File: config.mk
export PLATFORM = sky130hd
export DESIGN_NAME = vbs_slicer
export DESIGN_NICKNAME = d
export VERILOG_FILES = /design/src/rtl/vbs_pkg.sv /design/src/rtl/vbs_line_if.sv /design/src/rtl/vbs_code_match.sv /design/src/rtl/vbs_phase_counter.sv /design/src/rtl/vbs_slicer.sv
export SDC_FILE = /design/constraint.sdc
export NUM_CORES = 1
export LEC_CHECK = 0
export BUFFER_PORTS_ARGS = -buffer_cell sky130_fd_sc_hd__buf_2
export CAP_MARGIN = 20
export CORE_UTILIZATION = 25
export DETAILED_ROUTE_END_ITERATION = 7
export SLEW_MARGIN = 20
export SYNTH_ARGS = -nofsm -noshare
export SYNTH_HDL_FRONTEND = slang
export SYNTH_SLANG_ARGS = --single-unit
File: constraint.sdc
create_clock -name CLK -period 3.65 [get_ports CLK]
set_input_delay 0.5475 -clock CLK [delete_from_list [all_inputs] [get_ports CLK]]
set_output_delay 0.5475 -clock CLK [all_outputs]
set_load 0.02 [all_outputs]
File: src/rtl/vbs_pkg.sv
package vbs_pkg;
    // Register indices on the plain register port
    localparam logic [3:0] ADDR_RATE = 4'h0;
    localparam logic [3:0] ADDR_ENABLES = 4'h1;
    localparam logic [3:0] ADDR_LINE_CFG = 4'h2;
    localparam logic [3:0] ADDR_COMP_CFG = 4'h3;
    localparam logic [3:0] ADDR_MEASURE = 4'h4;
    localparam logic [3:0] ADDR_BLACK_PHASE = 4'h5;
    localparam logic [3:0] ADDR_CODES = 4'h6;
    localparam logic [3:0] ADDR_THIRD_CODE = 4'h7;
    localparam logic [3:0] ADDR_THIRD_MASK = 4'h8;
    // Compensation config fields
    localparam int SET_LEVEL_LSB = 0;
    localparam int LEVEL_SOURCE_BIT = 7;
    localparam int GDC_LSB = 8;
    localparam int GDEN_BIT = 12;
    // Line config fields
    localparam int RECORDER_BIT = 1;
    localparam int CODE_SEL_LSB = 2;
    // Code field positions in the code register
    localparam int FIRST_CODE_LSB = 0;
    localparam int SECOND_CODE_LSB = 8;
    // Measure status fields
    localparam int CODE_FOUND_BIT = 0;
    localparam int TEST_LINE_BIT = 1;
    localparam int PRELIM_LSB = 2;
    localparam int MEAS_LEVEL_LSB = 8;
    localparam int ATTN_BIT = 15;
    // Black and phase status fields
    localparam int EXACT_LSB = 0;
    localparam int BLACK_LSB = 6;
    // Frame code selections
    localparam logic [1:0] CODE_SEL_FIRST = 2'h0;
    localparam logic [1:0] CODE_SEL_SECOND = 2'h1;
    localparam logic [1:0] CODE_SEL_THIRD = 2'h2;
    localparam logic [1:0] CODE_SEL_NONE = 2'h3;
    // Phase-test decision threshold
    localparam logic [5:0] PHASE_TEST_LIMIT = 6'h1F;
    // Phase counter saturates here
    localparam logic [5:0] PHASE_COUNT_MAX = 6'h3F;
    // Bit count of the last bit of a sliced byte
    localparam logic [2:0] BYTE_LAST_BIT = 3'h7;
    localparam logic [15:0] ZERO_WORD = 16'h0000;
endpackage : vbs_pkg

File: src/rtl/vbs_line_if.sv
`timescale 1ns/1ps
interface vbs_line_if;
    logic line_start;
    logic line_end;
    logic phase_dev;
    logic [5:0] count;
    modport counter (input line_start, line_end, phase_dev, output count);
    modport user (output line_start, line_end, phase_dev, input count);
endinterface : vbs_line_if

File: src/rtl/vbs_code_match.sv
`timescale 1ns/1ps
module vbs_code_match
    import vbs_pkg::*;
(
    input wire logic [15:0] shift_word, // Recent sliced bits
    input wire logic [15:0] codes, // First and second code
    input wire logic [15:0] third_code, // Third code
    input wire logic [15:0] third_mask, // Third code mask
    input wire logic [1:0] sel, // Code select
    output logic hit // Selected code seen
);
    always_comb begin
        unique case (sel)
            CODE_SEL_FIRST: begin
                hit = shift_word[7:0] == codes[FIRST_CODE_LSB +: 8];
            end
            CODE_SEL_SECOND: begin
                hit = shift_word[7:0] == codes[SECOND_CODE_LSB +: 8];
            end
            CODE_SEL_THIRD: begin
                hit = ((shift_word ^ third_code) & third_mask) == ZERO_WORD;
            end
            CODE_SEL_NONE: begin
                hit = 1'b1;
            end
        endcase
    end
endmodule : vbs_code_match

File: src/rtl/vbs_phase_counter.sv
`timescale 1ns/1ps
module vbs_phase_counter
    import vbs_pkg::*;
(
    input wire logic clk, // Clock
    input wire logic rst, // Async reset
    vbs_line_if.counter lif // Line events
);
    logic [5:0] cnt;
    logic [5:0] next_cnt;

    always_comb begin
        next_cnt = cnt;
        if (lif.line_start) begin
            next_cnt = 6'h00;
        end else if (lif.phase_dev && cnt != PHASE_COUNT_MAX) begin
            next_cnt = cnt + 6'h01;
        end
    end

    always_ff @(posedge clk or posedge rst) begin
        if (rst) begin
            cnt <= 6'h00;
        end else begin
            cnt <= next_cnt;
        end
    end

    assign lif.count = cnt;
endmodule : vbs_phase_counter

File: src/rtl/vbs_slicer.sv
// Our own choices: the register addresses and the address-and-strobe port.
`timescale 1ns/1ps
// Notes on behaviour
// - Select code 11 skips code check; all line data goes to buffer.
// - Recorder bit 0 freezes data PLL after run-in, slow line PLL.
// - Group delay strength acts only while its enable is 1.
// - Level source 0 uses internal level, 1 uses software level.
// - External slicing uses set level; measured output stays internal.
// - Measured slicing level of current line is reported in seven bits.
// - Attenuation flag set when high-band attenuation seen for current line.
// - Six-bit preliminary phase count; above 31 marks a phase-test line.
// - Exact phase count given at end of each line, same decision.
// - Test line flag set when data likely from insertion test line.
// - Code found flag set when code seen and data written.
// - Black level reported as seven bits beside the exact phase count.
// - Parameter words are not reset; software initialises them.
// - Reserved status bits read as zero; parameter words read back as written; software writes zero.
// - Code select 00, 01, 10 pick first, second, third code.
// - Line parameters act on the first slicer only.
module vbs_slicer
    import vbs_pkg::*;
(
    input wire logic CLK, // 200 MHz clock
    input wire logic RST, // Async reset, high
    input wire logic [3:0] ADDR, // Register index
    input wire logic [15:0] WDATA, // Write data
    input wire logic WR, // Write strobe
    input wire logic RD, // Read strobe
    output logic [15:0] RDATA, // Read data, cycle after RD
    input wire logic LINE_START, // First slicer line begins
    input wire logic LINE_END, // First slicer line ends
    input wire logic RUN_IN_DONE, // Clock run-in finished
    input wire logic DATA_BIT, // Sliced data bit
    input wire logic BIT_VALID, // Data bit strobe
    input wire logic PHASE_DEV, // Strong phase deviation seen
    input wire logic [6:0] CALC_LEVEL, // Internal slicing level
    input wire logic [6:0] BLACK_LEVEL, // Measured black level
    input wire logic ATTEN_DETECT, // High-band attenuation seen
    input wire logic INSERT_TEST, // Insertion test line seen
    output logic [6:0] SLICE_LEVEL, // Threshold in use
    output logic [3:0] GD_STRENGTH, // Effective delay compensation
    output logic DPLL_TUNE, // Data PLL tuning enable
    output logic HPLL_FAST, // Line PLL fast time constant
    output logic DATA_WR, // Write sliced byte to buffer
    output logic [7:0] DATA_BYTE, // Sliced byte
    output logic STATUS_WR, // Write line status words
    output logic [15:0] STATUS_MEAS, // Measure status word
    output logic [15:0] STATUS_BLACK // Black and phase word
);
    ////////////////////////////////////////////////////////////////////////
    // Parameter words, not reset
    logic [15:0] rate_word;
    logic [15:0] enable_word;
    logic [15:0] line_cfg;
    logic [15:0] comp_cfg;
    logic [15:0] codes_word;
    logic [15:0] third_code;
    logic [15:0] third_mask;

    always_ff @(posedge CLK) begin
        if (WR) begin
            unique case (ADDR)
                ADDR_RATE: rate_word <= WDATA;
                ADDR_ENABLES: enable_word <= WDATA;
                ADDR_LINE_CFG: line_cfg <= WDATA;
                ADDR_COMP_CFG: comp_cfg <= WDATA;
                ADDR_CODES: codes_word <= WDATA;
                ADDR_THIRD_CODE: third_code <= WDATA;
                ADDR_THIRD_MASK: third_mask <= WDATA;
                default: ;
            endcase
        end
    end

    ////////////////////////////////////////////////////////////////////////
    // Line status state
    typedef enum logic [1:0] {
        ST_IDLE = 2'b01,
        ST_LINE = 2'b10
    } vbs_state_t;
    vbs_state_t state;
    vbs_state_t next_state;
    logic [15:0] shift;
    logic [15:0] next_shift;
    logic [2:0] bit_cnt;
    logic [2:0] next_bit_cnt;
    logic code_seen;
    logic next_code_seen;
    logic run_in;
    logic next_run_in;
    logic [15:0] meas;
    logic [15:0] next_meas;
    logic [15:0] black;
    logic [15:0] next_black;
    logic hit;
    logic [1:0] code_sel;
    logic [15:0] shift_in;
    logic recorder;
    logic data_wr_c;
    logic [7:0] data_byte_c;
    logic status_wr_c;
    logic [5:0] prelim;
    logic test_flag;

    vbs_line_if lif ();
    assign lif.line_start = LINE_START;
    assign lif.line_end = LINE_END;
    assign lif.phase_dev = PHASE_DEV;
    assign prelim = lif.count;

    vbs_phase_counter u_cnt (
        .clk(CLK),
        .rst(RST),
        .lif(lif)
    );

    assign code_sel = line_cfg[CODE_SEL_LSB +: 2];
    assign recorder = line_cfg[RECORDER_BIT];
    // Match on the window that includes the bit arriving now
    assign shift_in = {shift[14:0], DATA_BIT};

    vbs_code_match u_match (
        .shift_word(shift_in),
        .codes(codes_word),
        .third_code(third_code),
        .third_mask(third_mask),
        .sel(code_sel),
        .hit(hit)
    );

    assign test_flag = INSERT_TEST || (prelim > PHASE_TEST_LIMIT);

    always_comb begin
        next_state = state;
        next_shift = shift;
        next_bit_cnt = bit_cnt;
        next_code_seen = code_seen;
        next_run_in = run_in;
        next_meas = meas;
        next_black = black;
        data_wr_c = 1'b0;
        data_byte_c = shift[7:0];
        status_wr_c = 1'b0;
        unique case (state)
            ST_IDLE: begin
                if (LINE_START) begin
                    next_state = ST_LINE;
                    next_code_seen = code_sel == CODE_SEL_NONE;
                    next_run_in = 1'b0;
                    next_bit_cnt = 3'h0;
                    next_shift = ZERO_WORD;
                end
            end
            ST_LINE: begin
                if (RUN_IN_DONE) begin
                    next_run_in = 1'b1;
                end
                if (BIT_VALID) begin
                    next_shift = shift_in;
                    next_bit_cnt = bit_cnt + 3'h1;
                    if (code_seen && bit_cnt == BYTE_LAST_BIT) begin
                        data_wr_c = 1'b1;
                        data_byte_c = {shift[6:0], DATA_BIT};
                    end
                    if (!code_seen && hit) begin
                        next_code_seen = 1'b1;
                        next_bit_cnt = 3'h0;
                    end
                end
                if (LINE_END) begin
                    next_state = ST_IDLE;
                    status_wr_c = 1'b1;
                    next_meas = ZERO_WORD;
                    next_meas[ATTN_BIT] = ATTEN_DETECT;
                    next_meas[MEAS_LEVEL_LSB +: 7] = CALC_LEVEL;
                    next_meas[PRELIM_LSB +: 6] = prelim;
                    next_meas[TEST_LINE_BIT] = test_flag;
                    next_meas[CODE_FOUND_BIT] = code_seen;
                    next_black = ZERO_WORD;
                    next_black[BLACK_LSB +: 7] = BLACK_LEVEL;
                    next_black[EXACT_LSB +: 6] = prelim;
                end
            end
        endcase
    end

    always_ff @(posedge CLK or posedge RST) begin
        if (RST) begin
            state <= ST_IDLE;
            shift <= ZERO_WORD;
            bit_cnt <= 3'h0;
            code_seen <= 1'b0;
            run_in <= 1'b0;
            meas <= ZERO_WORD;
            black <= ZERO_WORD;
            DATA_WR <= 1'b0;
            DATA_BYTE <= 8'h00;
            STATUS_WR <= 1'b0;
        end else begin
            state <= next_state;
            shift <= next_shift;
            bit_cnt <= next_bit_cnt;
            code_seen <= next_code_seen;
            run_in <= next_run_in;
            meas <= next_meas;
            black <= next_black;
            DATA_WR <= data_wr_c;
            DATA_BYTE <= data_byte_c;
            STATUS_WR <= status_wr_c;
        end
    end

    assign STATUS_MEAS = meas;
    assign STATUS_BLACK = black;

    ////////////////////////////////////////////////////////////////////////
    // Slicer controls, first slicer only
    always_ff @(posedge CLK or posedge RST) begin
        if (RST) begin
            SLICE_LEVEL <= 7'h00;
            GD_STRENGTH <= 4'h0;
            DPLL_TUNE <= 1'b0;
            HPLL_FAST <= 1'b0;
        end else begin
            SLICE_LEVEL <= comp_cfg[LEVEL_SOURCE_BIT]
                ? comp_cfg[SET_LEVEL_LSB +: 7] : CALC_LEVEL;
            GD_STRENGTH <= comp_cfg[GDEN_BIT] ? comp_cfg[GDC_LSB +: 4]
                : 4'h0;
            DPLL_TUNE <= recorder || (state == ST_LINE && !run_in);
            HPLL_FAST <= recorder;
        end
    end

    ////////////////////////////////////////////////////////////////////////
    // Register reads
    always_ff @(posedge CLK or posedge RST) begin
        if (RST) begin
            RDATA <= ZERO_WORD;
        end else if (RD) begin
            unique case (ADDR)
                ADDR_RATE: RDATA <= rate_word;
                ADDR_ENABLES: RDATA <= enable_word;
                ADDR_LINE_CFG: RDATA <= line_cfg;
                ADDR_COMP_CFG: RDATA <= comp_cfg;
                ADDR_MEASURE: RDATA <= meas;
                ADDR_BLACK_PHASE: RDATA <= black;
                ADDR_CODES: RDATA <= codes_word;
                ADDR_THIRD_CODE: RDATA <= third_code;
                ADDR_THIRD_MASK: RDATA <= third_mask;
                default: RDATA <= ZERO_WORD;
            endcase
        end else begin
            RDATA <= ZERO_WORD;
        end
    end

    ////////////////////////////////////////////////////////////////////////
    property p_code_found;
        @(posedge CLK) disable iff (RST)
        STATUS_WR |-> meas[CODE_FOUND_BIT] == $past(code_seen);
    endproperty
    a_code_found: assert property (p_code_found)
        else $error("code flag wrong");

    property p_exact;
        @(posedge CLK) disable iff (RST)
        STATUS_WR |-> black[EXACT_LSB +: 6] == meas[PRELIM_LSB +: 6];
    endproperty
    a_exact: assert property (p_exact) else $error("phase count wrong");

    property p_level;
        @(posedge CLK) disable iff (RST)
        ##1 $past(comp_cfg[LEVEL_SOURCE_BIT]) |->
            SLICE_LEVEL == $past(comp_cfg[SET_LEVEL_LSB +: 7]);
    endproperty
    a_level: assert property (p_level) else $error("level wrong");

    property p_gd;
        @(posedge CLK) disable iff (RST)
        ##1 !$past(comp_cfg[GDEN_BIT]) |-> GD_STRENGTH == 4'h0;
    endproperty
    a_gd: assert property (p_gd) else $error("delay comp leaked");

    // Line config is unset after reset, so each mode is checked on its own
    property p_fast;
        @(posedge CLK) disable iff (RST)
        ##1 $past(recorder) |-> HPLL_FAST && DPLL_TUNE;
    endproperty
    a_fast: assert property (p_fast) else $error("pll mode wrong");

    property p_slow;
        @(posedge CLK) disable iff (RST)
        ##1 !$past(recorder) |-> !HPLL_FAST;
    endproperty
    a_slow: assert property (p_slow) else $error("pll mode wrong");

    property p_meas_level;
        @(posedge CLK) disable iff (RST)
        STATUS_WR |-> meas[MEAS_LEVEL_LSB +: 7] == $past(CALC_LEVEL);
    endproperty
    a_meas_level: assert property (p_meas_level)
        else $error("level report wrong");

    property p_black;
        @(posedge CLK) disable iff (RST)
        STATUS_WR |-> black[BLACK_LSB +: 7] == $past(BLACK_LEVEL);
    endproperty
    a_black: assert property (p_black) else $error("black wrong");

    property p_test;
        @(posedge CLK) disable iff (RST)
        STATUS_WR && meas[PRELIM_LSB +: 6] > PHASE_TEST_LIMIT
            |-> meas[TEST_LINE_BIT];
    endproperty
    a_test: assert property (p_test) else $error("test flag wrong");

    property p_nodata;
        @(posedge CLK) disable iff (RST)
        DATA_WR |-> $past(code_seen);
    endproperty
    a_nodata: assert property (p_nodata) else $error("data w/o code");
endmodule : vbs_slicer

==> results of run 1 <==
## logic make-up after synthesis
| logic type | Yosys count | share of synthesized area (%) |
|---|---|---|
| AOI/OAI and AO/OA | 129 | 12.5 |
| xor gates and xnor gates | 27 | 2.86 |
| adders and majority gates | 3 | 0.453 |
| buffers and inverters | 56 | 3.42 |
| DFF | 202 | 67.8 |
| muxes | 16 | 2.52 |
| other | 1 | 0.0453 |
| and+or+nand+nor | 167 | 10.4 |
## power by group
part           internal, W  total [W]  switching (W)  leakage (nW)
Sequential         0.00260    0.00283       0.000228          2.19
Clock              0.00134    0.00227       0.000934         0.363
Combinational     0.000291   0.000831       0.000541          1.56
Total              0.00423    0.00594        0.00170          4.11
## flip-flops by register name (all words and copies together), names as in the netlist, 2 cells and up
signal / count
u_cnt.lif.count: 6
third_code: 16
enable_word: 16
state: 2
STATUS_BLACK: 7
rate_word: 16
shift: 15
DATA_BYTE: 8
codes_word: 16
line_cfg: 16
GD_STRENGTH: 4
bit_cnt: 3
RDATA: 16
SLICE_LEVEL: 7
STATUS_MEAS: 16
third_mask: 16
comp_cfg: 16
## final cells by class
class	count	area share [%]
clock buffer	32	6.17
multi-input combinational	345	23.8
tap	442	5.51
inverter	11	0.436
sequential	202	55.9
timing repair buffer	131	6.97
clock inverter	10	1.18
## worst max-delay path by stage
stage                                   endpoint  slack, ps  depth (start not counted)
final                     DATA_BYTE[7]$_DFF_PP0_       1150                          5
after global routing      DATA_BYTE[7]$_DFF_PP0_        990                          5
after CTS                 DATA_BYTE[7]$_DFF_PP0_       1090                          5
after detailed placement  DATA_BYTE[7]$_DFF_PP0_       1120                          5
after global placement    DATA_BYTE[4]$_DFF_PP0_       1130                          5
after floorplan           DATA_BYTE[0]$_DFF_PP0_        770                          1
## worst max-delay path, stage by stage (launching register included)
cell and delay [ps]:
dfstp_2 580, nand2b_1 470, o21ai_4 280, nor2_4 370, and3_4 360, mux2_4 320
## synth_stat cells, drive strengths merged, types with 5 or more instances
master | count | share of area (%)
a31oi | 15 | 1.1
nor4 | 5 | 0.56
and2 | 11 | 0.83
xor2 | 25 | 2.6
a21oi | 6 | 0.36
o21ai | 8 | 0.62
o31ai | 5 | 0.45
a22o | 43 | 4.5
buf | 31 | 2.3
inv | 11 | 0.50
clkbuf | 14 | 0.63
a221oi | 29 | 3.1
or2 | 6 | 0.45
nor2 | 19 | 0.95
nand2 | 94 | 4.3
edfxtp | 112 | 41
a22oi | 11 | 1.0
dfrtp | 89 | 27
nor2b | 8 | 0.60
mux2 | 15 | 2.4
## metal layers
metal  vias to the layer above  share of wire (%)  track usage (%)
li1                       2462                  -                -
met1                      2765                 43             19.8
met2                       266                 47             22.3
met3                        37                7.6             2.56
met4                         2                2.3             4.30
met5                         -              0.046                0
## per-stage QoR
step	area (sq um)	hold WS, ps
4_1_cts	10000	202
2_1_floorplan	8290	372
3_3_place_gp	9310	491
3_5_place_dp	9310	495
5_1_grt	10000	221
6_report	10000	175
==> metrics, run 1 <==
full die area 33,800 sq um; DP HPWL 17,000 microns; row count 66; Final Util 30.9%; Longest Clk Path Bufs 3; Leakage Power 4.11 nW; RSZ-0062 raised after global routing false; CTS resizes 0; Worst-path clk slew 60 ps; Final WS setup 1150 ps; core area 32,500 sq um; Layout Cells excl Fill 1,173; startpoint types flop; pre-CTS setup slack 1120 ps; gpl congestion 0.863; Avg Vias per Cell 4.72; DRT iter0 DRCs 617; Synth Instances 601; synthesized flop and latch total 202; TritonCTS clock tree done; EDFF count, synth 112; DR vias 5,532; nets 763; Cell Area, Synth 8280 sq um; FF+latch area 5620 sq um; register area share after synthesis 67.8%; H-tree depth 1; crit path from state[0]$_DFFE_PP1P_; Starting Density 25.4%; worst setup path class flop to flop; die width 184 microns; Min Clock Period, post-route 2500 ps; Port Buf Inserts 113; Worst-Skew Late Latency 530 ps; reg2reg end DATA_BYTE[7]$_DFF_PP0_; Total Wirelength 23,900 microns; Yosys warnings 0; final setup violation count 0; clock skew 21.7 ps; chip height 184 microns; CP Capture Type flop; Arr. time, crit path 2890 ps; commonest cells after routing, fill and taps aside buf_2 (113), edfxtp_1 (112), nand2_1 (94); Tot Pwr 0.00594 W; pin slew with the least headroom to its limit 1040 ps; largest net degree at the start of global routing 59; IO Pins 117; worst reg2reg setup slack 1150 ps; Pins Over Slew Limit 0; DRC 0; total track usage 14.2%; worst rel slew slack 30.5%; pwr dens 591 nW/um^2; Post-synth ARST share 44.6%; share of cells above drive strength 1 26.7%; Final Hold Vio Count 0; Worst EP required 4040 ps; fmax 399 MHz; CTS Root Buffer Type clkbuf_16; WL/cell 20.4 microns; placed cells 1,131; initial antenna violation count 1; period utilisation layout 68.6%; vias in the first global route 5,368; Num CTS Buffers 23; Antenna Nets Post-Route 0; worst vdd ir 279 uV; commonest non-fill, non-tap cell in the layout buf_2; status completed; Hold WC Path Type primary input to asynchronous set/reset pin; Worst R2R Start state[0]$_DFFE_PP1P_; Max Cap Viol 0; CTS Hold Bufs 0; Area Overhead vs Synth 21.3%; ant diodes 0; crit-path max FO 25; multi-input logic area 2390 sq um; R2R cell count 5; First-pass DRT Iterations 5; Setup Fix Bufs, Post-CTS 0; global-route wire length before repair 35,400 microns; Congestion Overflow GR 0; Top FF cell, synth edfxtp_1; Clock Sink Count 202; Setup TNS Final 0 ps; Yosys cell types 55; Avg Inst Size Synth 13.8 sq um; fill cell count 3,321
(Power assumes the default switching activity.)
==> run 2, diff against run 1 <==
- clock period: 3.65 -> 2 ns (I/O delays scaled with it)
==> run 2 against run 1 <==
  * Largest cell class unchanged
  * Clock skew up 8.5 ps
  * Maximum frequency is 34% higher
  * Cell area grew 4.6%
  * Worst setup slack worse by 1000 ps
  * Sequential share of layout area is 2.5 points lower
==> metrics, run 2 (synthesized netlist as in run 1, its figures left out) <==
status completed (unchanged); Worst Hold Launch CALC_LEVEL[0]; Worst-Skew Late Latency 510 ps (was 530 ps); Antenna Nets Post-Route 0 (unchanged); CP Capture Type flop (unchanged); Area Overhead vs Synth 27.0% (was 21.3%); top sig layer met5 (unchanged); Port Buf Inserts 113 (unchanged); Max Cap Viol 0 (unchanged); First-pass DRT Iterations 5 (unchanged); CTS Root Buffer Type clkbuf_16 (unchanged); die width 184 microns (unchanged); share of cells above drive strength 1 29.7% (was 26.7%); Total Wirelength 24,600 microns (was 23,900 microns); H-tree depth 1 (unchanged); total track usage 14.6% (was 14.2%); metal3 WL 1690 microns (was 1820 microns); Worst-path clk slew 70 ps (was 60 ps); core area 32,500 sq um (unchanged); crit-path max FO 9 (was 25); Final Hold Vio Count 0 (unchanged); DR vias 5,588 (was 5,532); vias in the first global route 5,733 (was 5,368); commonest cells after routing, fill and taps aside buf_2 (113), edfxtp_1 (112), nand2_1 (94) (unchanged); DRT iter0 DRCs 439 (was 617); gpl congestion 0.916 (was 0.863); Avg Vias per Cell 4.63 (was 4.72); Starting Density 25.4% (unchanged); TritonCTS clock tree done (unchanged); WL met2 11,500 microns (was 11,300 microns); clock skew 30.2 ps (was 21.7 ps); WL/cell 20.4 microns (about the same); final setup violation count 0 (unchanged); global-route wire length before repair 36,800 microns (was 35,400 microns); Clock Sink Count 202 (unchanged); met1 wire length 10,900 microns (was 10,200 microns); worst setup path class flop to flop (unchanged); Arr. time, crit path 2240 ps (was 2890 ps); DRC 0 (unchanged); Longest Clk Path Bufs 3 (unchanged); Congestion Overflow GR 0 (unchanged); DP HPWL 17,300 microns (was 17,000 microns); Worst R2R Start shift[4]$_DFFE_PP0P_ (was state[0]$_DFFE_PP1P_); pwr dens 1060 nW/um^2 (was 591 nW/um^2); chip height 184 microns (unchanged); Num CTS Buffers 22 (was 23); worst rel slew slack 63.5% (was 30.5%); Setup TNS Final 0 ps (unchanged); CP peak stage delay 490 ps (was 580 ps); Fin Hold WS 12.6 ps (was 175 ps); Hold WC Path Type primary input to flop (was primary input to asynchronous set/reset pin); fill cell count 3,269 (was 3,321); nets 798 (was 763); Worst EP required 2370 ps (was 4040 ps); full die area 33,800 sq um (unchanged); RSZ-0062 raised after global routing false (unchanged); Pins Over Slew Limit 0 (unchanged); pin slew with the least headroom to its limit 545 ps (was 1040 ps); largest net degree at the start of global routing 91 (was 59); ant diodes 0 (unchanged); crit path from shift[4]$_DFFE_PP0P_ (was state[0]$_DFFE_PP1P_); initial antenna violation count 2 (was 1); startpoint types flop (unchanged); period utilisation layout 93.1% (was 68.6%); IO Pins 117 (unchanged); row count 66 (unchanged); Leakage Power 4.32 nW (was 4.11 nW); Min Clock Period, post-route 1860 ps (was 2500 ps); fmax 537 MHz (was 399 MHz); cell with the largest stage delay on the worst path dfrtp_2 (was dfstp_2); commonest non-fill, non-tap cell in the layout buf_2 (unchanged); cells along the critical path or2_1 > a2111oi_1 > nor2_1 > o31ai_1 > o311ai_0 (was nand2b_1 > o21ai_4 > nor2_4 > and3_4 > mux2_4); worst vdd ir 586 uV (was 279 uV)
==> run 2: worst max-delay path: cells and delay by family, from the launching register on <==
kind	cells	cell delay [ps]
and+or+nand+nor	2	410
AOI/OAI and AO/OA	3	810
DFF	1	490
==> run 2: repair_timing <==
| action | 4_1_cts | 5_1_grt |
|---|---|---|
| endpoints found under the hold margin | 102 | 0 |
| hold buffers | 14 | 0 |
| gates resized for setup | 0 | 4 |
| endpoints found under the setup margin | 0 | 12 |
| buffers inserted | 0 | 1 |
==> run 2: through the flow <==
step	setup WS, ps	total power [W]	std cells	cell area (sq um)	util (%)
after floorplan	0.0658	0.00612	603	8290	-
after global placement	55.7	0.00684	1152	9580	29.5
after detailed placement	38.1	0.00686	1152	9580	29.5
after CTS	24.0	0.0112	1206	10500	32.2
after global routing	31.3	0.0116	1207	10500	32.3
final	138	0.0111	1207	10500	32.3
==> run 2: worst paths after layout <==
| path | endpoint | slack [ps] | cells past startpoint |
|---|---|---|---|
| setup / recovery | bit_cnt[2]$_DFFE_PP0P_ | 140 | 5 |
| hold / removal | STATUS_MEAS[8]$_DFFE_PP0P_ | 10 | 3 |
| setup reg to reg | bit_cnt[2]$_DFFE_PP0P_ | 140 | 5 |
| hold reg to reg | DPLL_TUNE$_DFF_PP0_ | 490 | 1 |
| max in group asynchronous | RDATA[6]$_DFF_PP0_ | 1100 | 4 |
| min in group asynchronous | DPLL_TUNE$_DFF_PP0_ | 480 | 4 |
==> run 2: layer usage <==
layer  track usage (%)  up-vias
met1              20.6     2812
met4              4.43        4
met2              22.9      212
li1                  -     2526
met5                 0        -
met3              2.42       34
==> run 2: power breakdown <==
| part | switching (W) | internal, W |
|---|---|---|
| Sequential | 0.000372 | 0.00475 |
| Clock | 0.00173 | 0.00256 |
| Combinational | 0.00105 | 0.000637 |
| Total | 0.00315 | 0.00795 |
==> run 2: area by class of cell <==
class	count	area, sq um	share of cell area (%)
sequential	202	5620	53.4
inverter	11	45.0	0.428
tap	442	553	5.26
multi-input combinational	345	2410	22.9
clock inverter	16	211	2.01
clock buffer	24	558	5.31
timing repair buffer	167	1120	10.6
